**src/hdl/ssp_pkg.sv**
```systemverilog
// Constants for the synchronous serial port block
// Operation
// - Eight-bit shift register sends MSB first while new LSB enters same clock.
// - Output bits change on configured edge; input captured on opposite edge.
// - After eight serial clocks master and slave registers have swapped contents.
// - Unselected slave ignores clock and data and drives nothing.
// - After eight bits, byte moves to buffer; buffer-full and irq flags set.
// - Buffered receive lets next byte shift before software reads previous.
// - Data buffer write loads buffer and shift register together.
// - Buffer write during shifting is discarded and sets write-collision flag.
// - Writes stay rejected until software clears write-collision flag.
// - Software read of data buffer clears buffer-full flag.
// - Shift register reachable only through data buffer reads and writes.
// - Status low six bits read-only, upper two writable; control fully writable.
// - Control low field and status top bits choose mode, polarity, phase, edge, rate; the core ignores phase (input_sample_phase_in unused).
// - Master drives serial clock; slave takes serial clock from master.
// - Enable turns on port pins; reconfigure by disabling, rewriting, enabling.
// - In one master mode the reload register sets the baud generator rate.
// - Master rate: clock/4, /16, /64, timer/2, or clock/(4*(reload+1)); reload bit 7 is ignored, so 0x80-0xff act as reload-128.
// - Mode 0100 drives data-out only while select low, releases on high.
// - Select high in mode 0100, or disable, forces bit counter to zero.
package ssp_pkg;
  localparam int          SSP_BITS       = 8;
  localparam logic [3:0]  SSP_M_DIV4     = 4'h0;
  localparam logic [3:0]  SSP_M_DIV16    = 4'h1;
  localparam logic [3:0]  SSP_M_DIV64    = 4'h2;
  localparam logic [3:0]  SSP_M_TMR      = 4'h3;
  localparam logic [3:0]  SSP_S_SEL      = 4'h4;
  localparam logic [3:0]  SSP_S_NOSEL    = 4'h5;
  localparam logic [3:0]  SSP_M_RELOAD   = 4'ha;
  localparam int          SSP_CTL_MODE_LSB = 0;
  localparam int          SSP_CTL_CKP    = 4;
  localparam int          SSP_CTL_EN     = 5;
  localparam int          SSP_CTL_WRITE_COLLISION_FLAG   = 7;
  localparam int          SSP_ST_BF      = 0;
  localparam int          SSP_ST_CKE     = 6;
  localparam int          SSP_ST_SMP     = 7;
  localparam logic [7:0]  SSP_RST_BYTE   = 8'h00;
  localparam logic [2:0]  SSP_CNT_ZERO   = 3'h0;
  localparam logic [2:0]  SSP_CNT_LAST   = 3'h7;
endpackage

```
**src/hdl/ssp_core.sv**
```systemverilog
// SPI serial port core: shift engine, buffer, flags and pin control
`timescale 1ns/1ps
module ssp_core
  import ssp_pkg::*;
(
  // Clock and reset
  input  wire logic       mclk_in,
  input  wire logic       rst_in,
  // Control and status
  input  wire logic [3:0] mode_in,
  input  wire logic       port_enable_bit_in,
  input  wire logic       clock_idle_polarity_in,
  input  wire logic       clock_edge_in,
  input  wire logic       input_sample_phase_in,
  input  wire logic [7:0] rate_reload_reg_in,
  input  wire logic       timer_tick_in,
  input  wire logic       write_collision_flag_clear_in,
  // Data buffer access
  input  wire logic       buf_wr_in,
  input  wire logic [7:0] buf_wdata_in,
  input  wire logic       buf_rd_in,
  output logic [7:0]      data_buffer_reg_out,
  // Flags
  output logic            buffer_full_flag_out,
  output logic            port_irq_flag_out,
  output logic            write_collision_flag_out,
  output logic            busy_out,
  // Serial pins
  input  wire logic       sck_in,
  output logic            sck_out,
  output logic            sck_oe_out,
  input  wire logic       sdi_in,
  output logic            sdo_out,
  output logic            sdo_oe_out,
  input  wire logic       ss_n_in
);
  typedef enum logic [1:0] {SSP_IDLE, SSP_LEAD, SSP_TRAIL} ssp_state_e;
  ssp_state_e state_reg;
  ssp_state_e state_next;
  logic [7:0] shift_reg;
  logic [7:0] buf_reg;
  logic [2:0] cnt_reg;
  logic       sck_reg;
  logic       sample_reg;
  logic       bf_reg;
  logic       irq_reg;
  logic       write_collision_flag_reg;
  logic       sck_s;
  logic       sdi_s;
  logic       ss_n_s;
  logic       sck_d_reg;
  logic       half_tick;
  // Pin inputs pass two flops before use
  ssp_sync2 u_sync_sck (.mclk_in(mclk_in), .rst_in(rst_in), .d_in(sck_in), .q_out(sck_s));
  ssp_sync2 u_sync_sdi (.mclk_in(mclk_in), .rst_in(rst_in), .d_in(sdi_in), .q_out(sdi_s));
  ssp_sync2 u_sync_ss  (.mclk_in(mclk_in), .rst_in(rst_in), .d_in(ss_n_in), .q_out(ss_n_s));
  // Decode
  logic is_master;
  logic sel_mode;
  logic slave_sel;
  logic mod_reset;
  logic m_busy;
  logic run;
  assign is_master = (mode_in == SSP_M_DIV4) || (mode_in == SSP_M_DIV16) ||
                     (mode_in == SSP_M_DIV64) || (mode_in == SSP_M_TMR) ||
                     (mode_in == SSP_M_RELOAD);
  assign sel_mode  = (mode_in == SSP_S_SEL);
  assign slave_sel = !sel_mode || !ss_n_s;
  assign mod_reset = !port_enable_bit_in || (sel_mode && ss_n_s);
  assign m_busy    = (state_reg != SSP_IDLE);
  assign run       = port_enable_bit_in && is_master && m_busy;
  ssp_rate_gen u_rate (
    .mclk_in       (mclk_in),
    .rst_in        (rst_in),
    .run_in        (run),
    .mode_in       (mode_in),
    .reload_in     (rate_reload_reg_in),
    .timer_tick_in (timer_tick_in),
    .half_tick_out (half_tick)
  );
  // Slave edge detect on synchronised clock; polarity and edge pick shift/capture
  logic s_rise;
  logic s_fall;
  logic s_lead;
  logic s_trail;
  logic s_active;
  assign s_rise   = sck_s && !sck_d_reg;
  assign s_fall   = !sck_s && sck_d_reg;
  // Leading edge leaves idle level; trailing returns to it
  assign s_lead   = clock_idle_polarity_in ? s_fall : s_rise;
  assign s_trail  = clock_idle_polarity_in ? s_rise : s_fall;
  assign s_active = port_enable_bit_in && !is_master && slave_sel;
  // Clock-edge bit high: data changes on trailing edge, captured on leading
  logic s_cap;
  logic s_shift;
  assign s_cap   = s_active && (clock_edge_in ? s_lead : s_trail);
  assign s_shift = s_active && (clock_edge_in ? s_trail : s_lead);
  // Master events per half period
  logic m_lead;
  logic m_trail;
  assign m_lead  = run && half_tick && (state_reg == SSP_LEAD);
  assign m_trail = run && half_tick && (state_reg == SSP_TRAIL);
  logic cap_ev;
  logic shf_ev;
  logic last_bit;
  logic byte_done;
  logic wr_ok;
  logic collide;
  assign cap_ev  = is_master ? (clock_edge_in ? m_lead : m_trail) : s_cap;
  assign shf_ev  = is_master ? (clock_edge_in ? m_trail : m_lead) : s_shift;
  assign last_bit = (cnt_reg == SSP_CNT_LAST);
  // Byte completes on the trailing edge of the last bit in both roles; input_sample_phase_in is not used
  assign byte_done = is_master ? (m_trail && last_bit) : (s_trail && s_active && last_bit);
  assign busy_out  = is_master ? m_busy : (cnt_reg != SSP_CNT_ZERO);
  assign collide   = buf_wr_in && port_enable_bit_in && (busy_out || write_collision_flag_reg);
  assign wr_ok     = buf_wr_in && port_enable_bit_in && !busy_out && !write_collision_flag_reg;
  // Master state: leading half then trailing half per bit
  always_comb
  begin
    state_next = state_reg;
    case (state_reg)
      SSP_IDLE:  if (wr_ok && is_master) state_next = SSP_LEAD;
      SSP_LEAD:  if (m_lead) state_next = SSP_TRAIL;
      SSP_TRAIL: if (m_trail) state_next = last_bit ? SSP_IDLE : SSP_LEAD;
      default:   state_next = SSP_IDLE;
    endcase
  end
  always_ff @(posedge mclk_in)
  begin
    if (rst_in || !port_enable_bit_in)
      state_reg <= SSP_IDLE;
    else
      state_reg <= state_next;
  end
  // Master clock: toggles on each half tick, idle level otherwise
  always_ff @(posedge mclk_in)
  begin
    if (rst_in || state_reg == SSP_IDLE)
      sck_reg <= 1'b0;
    else if (m_lead || m_trail)
      sck_reg <= m_lead;
  end
  always_ff @(posedge mclk_in)
  begin
    if (rst_in)
      sck_d_reg <= 1'b0;
    else
      sck_d_reg <= sck_s;
  end
  // Bit counter
  always_ff @(posedge mclk_in)
  begin
    if (rst_in || mod_reset)
      cnt_reg <= SSP_CNT_ZERO;
    else if (is_master ? m_trail : (s_trail && s_active))
      cnt_reg <= 3'(cnt_reg + 3'h1);
  end
  // Shift register: capture into sample, shift out MSB first and take sample as LSB
  always_ff @(posedge mclk_in)
  begin
    if (rst_in)
      sample_reg <= 1'b0;
    else if (cap_ev)
      sample_reg <= sdi_s;
  end
  // Last-bit capture folds sample into byte at completion
  logic [7:0] done_byte;
  assign done_byte = {shift_reg[6:0], (cap_ev ? sdi_s : sample_reg)};
  always_ff @(posedge mclk_in)
  begin
    if (rst_in)
      shift_reg <= SSP_RST_BYTE;
    else if (wr_ok)
      shift_reg <= buf_wdata_in;
    else if (byte_done)
      shift_reg <= done_byte;
    // Leading-edge shift skips bit 0: the MSB is already out from the load
    else if (shf_ev && (clock_edge_in || cnt_reg != SSP_CNT_ZERO))
      shift_reg <= {shift_reg[6:0], sample_reg};
    else if (shf_ev && !is_master && cnt_reg == SSP_CNT_ZERO && clock_edge_in)
      shift_reg <= shift_reg;
  end
  always_ff @(posedge mclk_in)
  begin
    if (rst_in)
      buf_reg <= SSP_RST_BYTE;
    else if (wr_ok)
      buf_reg <= buf_wdata_in;
    else if (byte_done)
      buf_reg <= done_byte;
  end
  // Flags: hardware set wins over software clear
  always_ff @(posedge mclk_in)
  begin
    if (rst_in)
    begin
      bf_reg   <= 1'b0;
      irq_reg  <= 1'b0;
      write_collision_flag_reg <= 1'b0;
    end
    else
    begin
      if (byte_done)
        bf_reg <= 1'b1;
      else if (buf_rd_in)
        bf_reg <= 1'b0;
      if (byte_done)
        irq_reg <= 1'b1;
      else if (buf_rd_in)
        irq_reg <= 1'b0;
      if (collide)
        write_collision_flag_reg <= 1'b1;
      else if (write_collision_flag_clear_in)
        write_collision_flag_reg <= 1'b0;
    end
  end
  // Pins
  assign sck_out    = sck_reg ^ clock_idle_polarity_in;
  assign sck_oe_out = port_enable_bit_in && is_master;
  assign sdo_out    = shift_reg[7];
  assign sdo_oe_out = port_enable_bit_in && (is_master || slave_sel);
  assign data_buffer_reg_out      = buf_reg;
  assign buffer_full_flag_out     = bf_reg;
  assign port_irq_flag_out        = irq_reg;
  assign write_collision_flag_out = write_collision_flag_reg;
  // Checks
  a_write_collision_flag_on_busy: assert property (@(posedge mclk_in) disable iff (rst_in)
    buf_wr_in && port_enable_bit_in && busy_out |=> write_collision_flag_reg)
    else $error("busy write did not set collision");
  a_write_collision_flag_blocks: assert property (@(posedge mclk_in) disable iff (rst_in)
    write_collision_flag_reg && buf_wr_in |=> $stable(buf_reg) || $past(byte_done))
    else $error("write passed while collision set");
  a_bf_on_done: assert property (@(posedge mclk_in) disable iff (rst_in)
    byte_done |=> bf_reg && irq_reg && buf_reg == $past(done_byte))
    else $error("byte completion did not load buffer");
  a_bf_read_clr: assert property (@(posedge mclk_in) disable iff (rst_in)
    buf_rd_in && !byte_done |=> !bf_reg)
    else $error("read did not clear full flag");
  a_write_loads: assert property (@(posedge mclk_in) disable iff (rst_in)
    wr_ok |=> shift_reg == $past(buf_wdata_in) && buf_reg == $past(buf_wdata_in))
    else $error("write did not load both registers");
  a_idle_clock: assert property (@(posedge mclk_in) disable iff (rst_in)
    state_reg == SSP_IDLE ##1 state_reg == SSP_IDLE |-> sck_out == clock_idle_polarity_in)
    else $error("idle clock not at idle level");
  a_sel_release: assert property (@(posedge mclk_in) disable iff (rst_in)
    sel_mode && ss_n_s |-> !sdo_oe_out)
    else $error("data driven while deselected");
  a_modreset_cnt: assert property (@(posedge mclk_in) disable iff (rst_in)
    mod_reset |=> cnt_reg == SSP_CNT_ZERO)
    else $error("module reset did not zero counter");
  a_disabled_quiet: assert property (@(posedge mclk_in) disable iff (rst_in)
    !port_enable_bit_in |-> !sck_oe_out && !sdo_oe_out)
    else $error("pins driven while disabled");
  c_master_byte: cover property (@(posedge mclk_in) disable iff (rst_in) is_master && byte_done);
  c_slave_byte:  cover property (@(posedge mclk_in) disable iff (rst_in) !is_master && byte_done);
  c_collision:   cover property (@(posedge mclk_in) disable iff (rst_in) collide);
endmodule

```
**src/hdl/ssp_rate_gen.sv**
```systemverilog
// Master serial clock rate generator, gives half-bit ticks
`timescale 1ns/1ps
module ssp_rate_gen
  import ssp_pkg::*;
(
  // Clock and reset
  input  wire logic       mclk_in,
  input  wire logic       rst_in,
  // Control
  input  wire logic       run_in,
  input  wire logic [3:0] mode_in,
  input  wire logic [7:0] reload_in,
  input  wire logic       timer_tick_in,
  // Tick
  output logic            half_tick_out
);
  // Half serial period in clocks: full period /2
  logic [7:0] cnt_reg;
  logic [7:0] cnt_next;
  logic [7:0] limit;
  logic       reached;
  // Full period = 4(R+1) so half = 2(R+1); reload bit 7 is dropped, so reloads 0x80-0xff act as R-128
  // Limitation: at two clocks a half the synced input lags half a bit; peer must be fast
  assign limit = (mode_in == SSP_M_DIV16) ? 8'h07 :
                 (mode_in == SSP_M_DIV64) ? 8'h1f :
                 (mode_in == SSP_M_RELOAD) ? {reload_in[6:0], 1'b1} : 8'h01;
  assign reached  = (cnt_reg >= limit);
  assign cnt_next = reached ? 8'h00 : 8'(cnt_reg + 8'h01);
  // Timer mode: one half-bit per timer tick gives timer/2 rate
  assign half_tick_out = run_in && ((mode_in == SSP_M_TMR) ? timer_tick_in : reached);
  always_ff @(posedge mclk_in)
  begin
    if (rst_in || !run_in)
      cnt_reg <= 8'h00;
    else
      cnt_reg <= cnt_next;
  end
endmodule

```
**src/hdl/ssp_sync2.sv**
```systemverilog
// Two-flop synchroniser for a pin input
`timescale 1ns/1ps
module ssp_sync2
(
  // Clock and reset
  input  wire logic mclk_in,
  input  wire logic rst_in,
  // Data
  input  wire logic d_in,
  output logic      q_out
);
  logic meta_reg;
  always_ff @(posedge mclk_in)
  begin
    if (rst_in)
    begin
      meta_reg <= 1'b0;
      q_out    <= 1'b0;
    end
    else
    begin
      meta_reg <= d_in;
      q_out    <= meta_reg;
    end
  end
endmodule

```
**config.mk**
```make
export PLATFORM = sky130hd
export DESIGN_NAME = ssp_core
export DESIGN_NICKNAME = d
export VERILOG_FILES = /design/src/hdl/ssp_pkg.sv /design/src/hdl/ssp_core.sv /design/src/hdl/ssp_rate_gen.sv /design/src/hdl/ssp_sync2.sv
export SDC_FILE = /design/constraint.sdc
export NUM_CORES = 1
export LEC_CHECK = 0
export BUFFER_PORTS_ARGS = -buffer_cell sky130_fd_sc_hd__buf_2
export CAP_MARGIN = 20
export CORE_MARGIN = 8
export CORE_UTILIZATION = 55
export CTS_BUF_LIST = sky130_fd_sc_hd__clkbuf_8
export CTS_CLUSTER_DIAMETER = 40
export DETAILED_ROUTE_END_ITERATION = 12
export PLACE_DENSITY = 0.87
export REMOVE_ABC_BUFFERS = 1
export SYNTH_ARGS = -nofsm -noshare
export SYNTH_HDL_FRONTEND = slang
export SYNTH_SLANG_ARGS = --single-unit
export TNS_END_PERCENT = 10
```
**constraint.sdc**
```tcl
create_clock -name mclk_in -period 8.2 [get_ports mclk_in]
set_clock_uncertainty 0.1 [all_clocks]
set_input_delay 1.23 -clock mclk_in [delete_from_list [all_inputs] [get_ports mclk_in]]
set_output_delay 1.23 -clock mclk_in [all_outputs]
set_load 0.03 [all_outputs]
```
==> results.toml, run 1 <==
[placement]
place_area_um2 = 2550
gp_congestion = 0.771
place_ws_ns = 4.09
io_buffers = 46
place_hpwl_um = 3610

[floorplanning]
ioPinCount = 49
die_height_um = 80.7
num_rows = 23
die_w_um = 80.7
die_area_um2 = 6510
core-area_um2 = 4030
initial_core_util_pct = 57.2

[outcome]
run_status = "complete, no violations"

[drt]
drt_iter0_drc = 82
drtAntennaViolNets = 0
remaining_drc_errors = 0
vias = 1950
routed_wl_um = 4930
post_drt_wl_per_cell_um = 14.1
vias_per_cell = 5.59
detail_route.first_pass.iterations = 4

[power]
ir_drop_mv = 0.125
powerDensity_nw_per_um2 = 158
power_leakage_nw = 1.10
pwr-share-comb_pct = 13.7
internal_power_uw = 313
p_switching_uw = 107
pwr-share-clk_pct = 37.4
pwr-share-seq_pct = 49.0
swShare_pct = 25.4

[clock_tree]
numCtsBuffers = 5
holdBufCountCts = 0
cts.clk_slew.worst_paths_ns = 0.08
cts.sinks = 40
htree_num_levels = 2
cts_root_buffer = "clkbuf_8"
cts_resized = 0
cts_tree = "done"
clockBufferDepth = 2
insertion_delay_ns = 0.29
cts_setup_buffers = 0

[synth]
yosysSeqAreaShare_pct = 34.8
synth_compound_area_share_pct = 22.3
synthSimpleGateAreaFrac_pct = 24.7
ys.warnings.count = 0
postSynthRegisterBits = 40
synth-xor-area-share_pct = 3.04
netlist_instances = 254
netlist_area_um2 = 2300
synthArstFlopShare_pct = 0
synthAdderAreaFrac_pct = 5.98
synth.avg_cell_area_um2 = 9.07
muxShareOfSynthArea_pct = 5.38
synth_top_family_by_area = "simple AND/OR/NAND/NOR gates"
yosysUniqueCellTypes = 54
synth_top_flop_cell = "dfxtp_1"
synth_edf_count = 0

[timing]
fin_ws_ns = 4.43
min_period_ns = 3.77
finalHoldViolCount = 0
rsz0062_at_grt = "no"
period_share_pct = 46.0
max_freq_mhz = 265
setup-violations-final = 0
drv_slew = 0
worstMarginPinSlew_ns = 0.834
max-slew-margin-rel_pct = 44.4
worst_hold_slack_ns = 0.339
tns_ns = 0

[run]
maxCapViolations = 0

[worst_setup_path]
path_buf_inv = 1
critPathCaptureType = "flip-flop"
crit_required_ns = 8.26
cp_max_fo = 10
start_kind = "input port"
worstPathArrival_ns = 3.83
crit_type = "in2reg"
worstPathCellList = "buf_2 > nor3b_2 > o21ai_0 > ha_1 > a21o_1 > a21oi_1 > a21oi_2 > o21ai_2 > o21ai_2 > or2_1 > a311oi_2"
cp_slowest_stage_delay_ns = 0.40
cpMaxStageDelayCell = "o21ai_2"
critical_path.most_common_cell = "o21ai_2"
critPathTopFamily = "compound AO/OA/AOI/OAI gates"

[grt]
grt-ovfl-total = 0
grt_pass1_vias = 1913
antenna_found_initial = 0
grt_use_total_pct = 15.8
grt_max_degree = 30
grt_first_pass_wirelength_um = 8400

[cells_and_area]
num-fill-cells = 330
layout.nets = 342
design_area_um2 = 2660
drive_gt1_share_pct = 26.8
syn_to_final_growth_pct = 15.3
diodes = 0

[min_path]
hold_class = "reg2reg"
[layer usage]
| layer | routed length (um) | vias up | global-route usage (%) |
|---|---|---|---|
| li1 | - | 995 | - |
| met1 | 2270 | 898 | 19.6 |
| met2 | 2290 | 51 | 25.7 |
| met3 | 318 | 6 | 4.24 |
| met4 | 55 | 0 | 5.71 |
| met5 | 0 | - | 0 |
[placed cells by master, fill, tap and decap left out, types with 4 or more instances in the layout]
cell      instances
a211oi_1         10
dfxtp_1          40
nor3_1           10
buf_2            46
o21ai_0           4
a311oi_2          7
nand3_1          11
ha_1             11
clkbuf_8          5
nand2_1          25
xor2_1            6
nor2b_1          11
inv_1            10
nor2_1           27
mux2i_1          11
a21oi_1           9
[cell families (layout without fill, tap and decap cells)]
logic type,after synthesis,count (layout)
AO/OA/AOI/OAI,57,57
flip-flops,40,40
multiplexers,12,12
adder cells (fa/ha/maj),11,11
AND/OR/NAND/NOR,107,107
buffers and inverters,19,64
XOR/XNOR,8,8
[path summary, 6_finish.rpt]
kind	from	endpoint	slack (ns)	depth (start not counted)
setup / recovery	mode_in[2]	shift_reg[7]	4.43	11
hold / removal	u_sync_ss.meta_reg	u_sync_ss.q_out	0.34	1
setup reg to reg	cnt_reg[0]	shift_reg[7]	5.47	8
hold reg to reg	u_sync_ss.meta_reg	u_sync_ss.q_out	0.34	1
[power groups by stage]
stage                     clock network, mW  registers (mW)  logic [mW]
after global routing                  0.169           0.207      0.0632
final                                 0.157           0.206      0.0574
after CTS                             0.159           0.206      0.0578
after global placement                    0           0.210      0.0562
after floorplan                           0           0.215      0.0296
after detailed placement                  0           0.210      0.0573
[cell usage after synthesis (all sizes together) (3+ instances only)]
master	instances	area share, %
dfxtp	40	35
nand2	27	4.8
nor2	27	4.4
a21oi	12	3.1
mux2i	12	5.4
nand3	12	3.2
a211oi	11	3.8
ha	11	6.0
nor2b	11	3.0
nor3	10	2.2
inv	9	1.5
a311oi	7	4.6
o21ai	6	1.6
xor2	6	2.3
buf	5	1.6
clkbuf	5	0.81
and2	4	1.2
and3	4	1.3
nand2b	4	1.4
a22oi	3	0.98
[final cells by class]
class	count	area (um^2)	share of cell area (%)
clock buffer	5	68.8	2.59
multi-input combinational	195	1410	53.2
sequential	40	801	30.1
tap	50	62.6	2.36
clock inverter	3	38.8	1.46
inverter	9	33.8	1.27
timing repair buffer	47	238	8.95
[metrics by stage]
| step | cells | total power [mW] | utilization (%) |
|---|---|---|---|
| 2_1_floorplan | 244 | 0.245 | - |
| 3_5_place_dp | 341 | 0.267 | 63.3 |
| 4_1_cts | 349 | 0.423 | 65.9 |
| 5_1_grt | 349 | 0.439 | 65.9 |
| 3_3_place_gp | 341 | 0.266 | 63.3 |
| 6_report | 349 | 0.420 | 65.9 |
Power figures use the tool's default switching activity.
==> inputs of run 2 (changes only) <==
ABC_AREA = 1   (was unset)
PLACE_DENSITY = 0.88   (was 0.87)
clock period = 3.8 ns   (was 8.2 ns; I/O delays follow)
==> results.toml, run 2 <==
[worst_setup_path]
start_kind = "input port"
worstPathCellList = "buf_2 > inv_1 > nor2_1 > nand2_2 > inv_1 > nand2_1 > ha_1 > nand2_1 > inv_1 > a21oi_1 > nand3_1 > nand3_4 > nand2_4 > nand2_4 > nand2_8 > nor2_8 > clkinv_8 > nor2_1 > nor2_1"
critPathTopFamily = "simple AND/OR/NAND/NOR gates"
crit_type = "in2reg"
cp_max_fo = 15
crit_required_ns = 3.89
cp_slowest_stage_delay_ns = 0.29
path_buf_inv = 5
worstPathArrival_ns = 2.96
critPathCaptureType = "flip-flop"
cpMaxStageDelayCell = "ha_1"

[cells_and_area]
mostFrequentLayoutCells = "73 x nand2_1, 46 x buf_2, 40 x dfxtp_1"
layout.nets = 387
drive_gt1_share_pct = 25.9
final_common_cell = "nand2_1"
syn_to_final_growth_pct = 16.8
diodes = 0

[synth]
netlist_instances = 294
synth_top_flop_cell = "dfxtp_1"
netlist_area_um2 = 2190
yosysSeqAreaShare_pct = 36.6
synthArstFlopShare_pct = 0
yosysMostFrequentCell = "nand2_1"
yosysTopAreaCell = "dfxtp_1"
yosysUniqueCellTypes = 36
ys.warnings.count = 0
postSynthRegisterBits = 40
synthTopCellsByArea = "dfxtp_1 37%, nand2_1 13%, ha_1 6.3%"
synthTopCellsByCount = "73 x nand2_1, 40 x dfxtp_1, 35 x inv_1, 33 x nor2_1, 18 x a21oi_1"
synth_edf_count = 0
yosysTopAreaCellShare_pct = 36.6
synth.avg_cell_area_um2 = 7.45

[grt]
grt_max_degree = 17
antenna_found_initial = 0
grt_pass1_vias = 1924
grt_first_pass_wirelength_um = 7960
grt_use_total_pct = 15.5
grt-ovfl-total = 0

[clock_tree]
insertion_delay_ns = 0.29
cts_root_buffer = "clkbuf_8"
htree_num_levels = 2
numCtsBuffers = 5
cts_resized = 0
holdBufCountCts = 0
clockBufferDepth = 2
cts.sinks = 40
cts.clk_slew.worst_paths_ns = 0.07
cts_setup_buffers = 0
cts_tree = "done"

[drt]
detail_route.first_pass.iterations = 4
drt_iter0_drc = 118
post_drt_wl_per_cell_um = 11.8
routed_wl_um = 4630
remaining_drc_errors = 0
vias = 1957
drtAntennaViolNets = 0
vias_per_cell = 4.97

[timing]
min_period_ns = 2.87
fin_ws_ns = 0.926
tns_ns = 0
worstMarginPinSlew_ns = 0.321
worst_hold_slack_ns = 0.303
drv_slew = 0
period_share_pct = 75.6
finalHoldViolCount = 0
rsz0062_at_grt = "no"
setup-violations-final = 0
max_freq_mhz = 348
max-slew-margin-rel_pct = 78.4

[floorplanning]
initial_core_util_pct = 56.0
core-area_um2 = 3910
die_area_um2 = 6260
die_height_um = 79.1
num_rows = 23
die_w_um = 79.1
ioPinCount = 49

[placement]
io_buffers = 46
place_ws_ns = 0.599
place_hpwl_um = 3620
gp_congestion = 0.875

[power]
power_leakage_nw = 1.26
powerDensity_nw_per_um2 = 355
ir_drop_mv = 0.253

[min_path]
hold_class = "reg2reg"

[run]
maxCapViolations = 0

[outcome]
run_status = "complete, no violations"
[run 2: cell count changes after synthesis, moves of 6 or more]
cell / delta
nor3_1: -10
nor2b_1: -11
a211oi_1: -9
inv_1: +26
a311oi_2: -7
a21oi_1: +9
a31oi_1: +6
nor2_1: +6
mux2i_1: -11
nand2_1: +48
o21ai_1: +7
[run 2: power by group]
part	switching (mW)	internal (mW)	leakage [nW]
Combinational	0.0876	0.0467	0.876
Sequential	0.00691	0.434	0.326
Clock	0.142	0.192	0.0593
Total	0.236	0.673	1.26
[run 2: final timing paths]
| check | startpoint | to | slack, ns | cells past startpoint |
|---|---|---|---|---|
| min reg2reg | u_sync_sck.meta_reg | u_sync_sck.q_out | 0.30 | 2 |
| max | mode_in[3] | shift_reg[7] | 0.93 | 19 |
| min | u_sync_sck.meta_reg | u_sync_sck.q_out | 0.30 | 2 |
| max reg2reg | u_rate.cnt_reg[5] | shift_reg[7] | 1.50 | 13 |
[run 2: worst min-delay path: stages, from the launching register on]
cell and delay (ns):
dfxtp_1 0.30, inv_1 0.04, nor2_1 0.03
[run 2: area by class of cell]
class,count,area (um^2)
Tap cell,50,62.6
Timing Repair Buffer,47,238
Fill cell,351,1350
Inverter,40,170
Sequential cell,40,801
Clock inverter,3,38.8
Multi-Input combinational cell,209,1180
Clock buffer,5,68.8
[run 2: per-stage QoR]
| step | total power, mW | instances | instance area (um^2) | util (%) |
|---|---|---|---|---|
| after detailed placement | 0.586 | 386 | 2450 | 62.7 |
| after global routing | 0.953 | 394 | 2560 | 65.4 |
| final | 0.910 | 394 | 2560 | 65.4 |
| after CTS | 0.919 | 394 | 2560 | 65.4 |
| after floorplan | 0.540 | 289 | 2150 | - |
| after global placement | 0.582 | 386 | 2450 | 62.7 |
[run 2: cell families (layout without fill, tap and decap cells)]
logic type	count (synthesis)	after routing	synth area share, %
AND/OR/NAND/NOR	147	147	33.2
AO/OA/AOI/OAI	48	48	13.3
buffers and inverters	45	95	9.54
flip-flops	40	40	36.6
adder cells (fa/ha/maj)	11	11	6.28
XOR/XNOR	3	3	1.20
[run 2: layer usage]
metal  vias up  global-route usage (%)  share of wire (%)
li1       1034                       -                  -
met1       872                    17.7                 46
met2        40                    25.9                 48
met3        11                    3.72                3.9
met4         0                    8.52                2.6
met5         -                       0                  0
==> inputs of run 3 (changes only) <==
clock period = 2.85 ns   (was 3.8 ns; I/O delays follow)
==> results.toml, run 3 (synthesized netlist as in run 2, its figures left out) <==
[cells_and_area]
layout.nets = 399
final_common_cell = "nand2_1"
syn_to_final_growth_pct = 21.4
post_layout_nonfiller_instances = 406
drive_gt1_share_pct = 28.9
diodes = 0
mostFrequentLayoutCells = "73 x nand2_1, 46 x buf_2, 40 x dfxtp_1"
finalCoreUtilization_pct = 67.9

[drt]
routed_wl_um = 4810
post_drt_wl_per_cell_um = 11.8
remaining_drc_errors = 0
detail_route.first_pass.iterations = 4
drtAntennaViolNets = 0
vias_per_cell = 5.08
vias = 2061
drt_iter0_drc = 79

[floorplanning]
initial_core_util_pct = 56.0
ioPinCount = 49
die_area_um2 = 6260
die_w_um = 79.1
core-area_um2 = 3910
die_height_um = 79.1
num_rows = 23

[power]
ir_drop_mv = 0.379
p_total_mw = 1.24
power_leakage_nw = 1.32
powerDensity_nw_per_um2 = 466

[placement]
io_buffers = 46
dp_cells = 398
gp_congestion = 0.891
place_hpwl_um = 3740

[worst_setup_path]
critPathTopFamily = "simple AND/OR/NAND/NOR gates"
worstPathCellList = "buf_2 > inv_1 > nor2_1 > nand2_2 > inv_1 > nand2_1 > ha_1 > nand2_1 > inv_1 > a21oi_1 > nand3_2 > nand3_4 > nand2_4 > nand2_4 > nand2_8 > nor2_8 > clkinv_8 > nor2_1 > nor2_1"
cp_max_fo = 10
crit_type = "in2reg"
cpMaxStageDelayCell = "ha_1"
crit_required_ns = 2.94
start_kind = "input port"
worstPathArrival_ns = 2.70
path_buf_inv = 5
cp_slowest_stage_delay_ns = 0.29
critPathCaptureType = "flip-flop"

[grt]
grt-ovfl-total = 0
grt_pass1_vias = 2064
grt_max_degree = 17
grt_first_pass_wirelength_um = 8320
grt_use_total_pct = 15.9
antenna_found_initial = 0

[timing]
worst_hold_slack_ns = 0.242
setup-violations-final = 0
max_freq_mhz = 382
min_period_ns = 2.62
max-slew-margin-rel_pct = 65.8
drv_slew = 0
period_share_pct = 91.8
worstMarginPinSlew_ns = 0.513
rsz0062_at_grt = "no"
finalHoldViolCount = 0
tns_ns = 0

[min_path]
hold_class = "in2reg"

[clock_tree]
cts_resized = 0
cts_setup_buffers = 0
insertion_delay_ns = 0.29
cts.sinks = 40
cts.clk_slew.worst_paths_ns = 0.08
cts_root_buffer = "clkbuf_8"
htree_num_levels = 2
clockBufferDepth = 2
numCtsBuffers = 5
holdBufCountCts = 0
cts_tree = "done"

[run]
maxCapViolations = 0

[outcome]
run_status = "complete, no violations"
run 3: cell type report:
cell class              count  area (um^2)
fillers                   335         1250
multi-input cells         209         1190
flip-flops and latches     40          801
repair buffers             59          328
inverters                  40          170
clock buffers               5         68.8
well taps                  50         62.6
clock inverters             3         42.5
run 3: where the power goes:
part / total [mW] / switching [mW] / internal, mW
Clock: 0.460 / 0.201 / 0.259
Sequential: 0.588 / 0.00877 / 0.579
Combinational: 0.190 / 0.120 / 0.0703
run 3: tightest hold or removal path: cells and delay by family:
family                 cells  cell delay, ns
AND/OR/NAND/NOR            1            0.06
buffers and inverters      2            0.10
run 3: through the flow:
step	instance area [um^2]	worst slack, ns
finish	2660	0.234
global route	2660	0.0160
CTS	2650	0.169
detailed placement	2540	-0.120
floorplan	2150	0.254
global placement	2540	-0.0369
run 3: layer usage:
layer | share of wire [%] | track usage [%] | up-vias | routed length (um)
met4 | 2.8 | 7.78 | 0 | 133
met2 | 48 | 27.6 | 61 | 2290
met1 | 45 | 17.8 | 924 | 2140
li1 | - | - | 1060 | -
met3 | 5.2 | 3.84 | 16 | 249
met5 | 0 | 0 | - | 0
run 3: worst paths after layout:
path                 startpoint                  end  slack, ns  depth (start not counted)
max                  mode_in[3]         shift_reg[4]       0.23                         19
min                      sdi_in  u_sync_sdi.meta_reg       0.24                          3
max reg2reg   u_rate.cnt_reg[6]         shift_reg[4]       0.60                         13
min reg2reg  u_sync_ss.meta_reg      u_sync_ss.q_out       0.31                          2
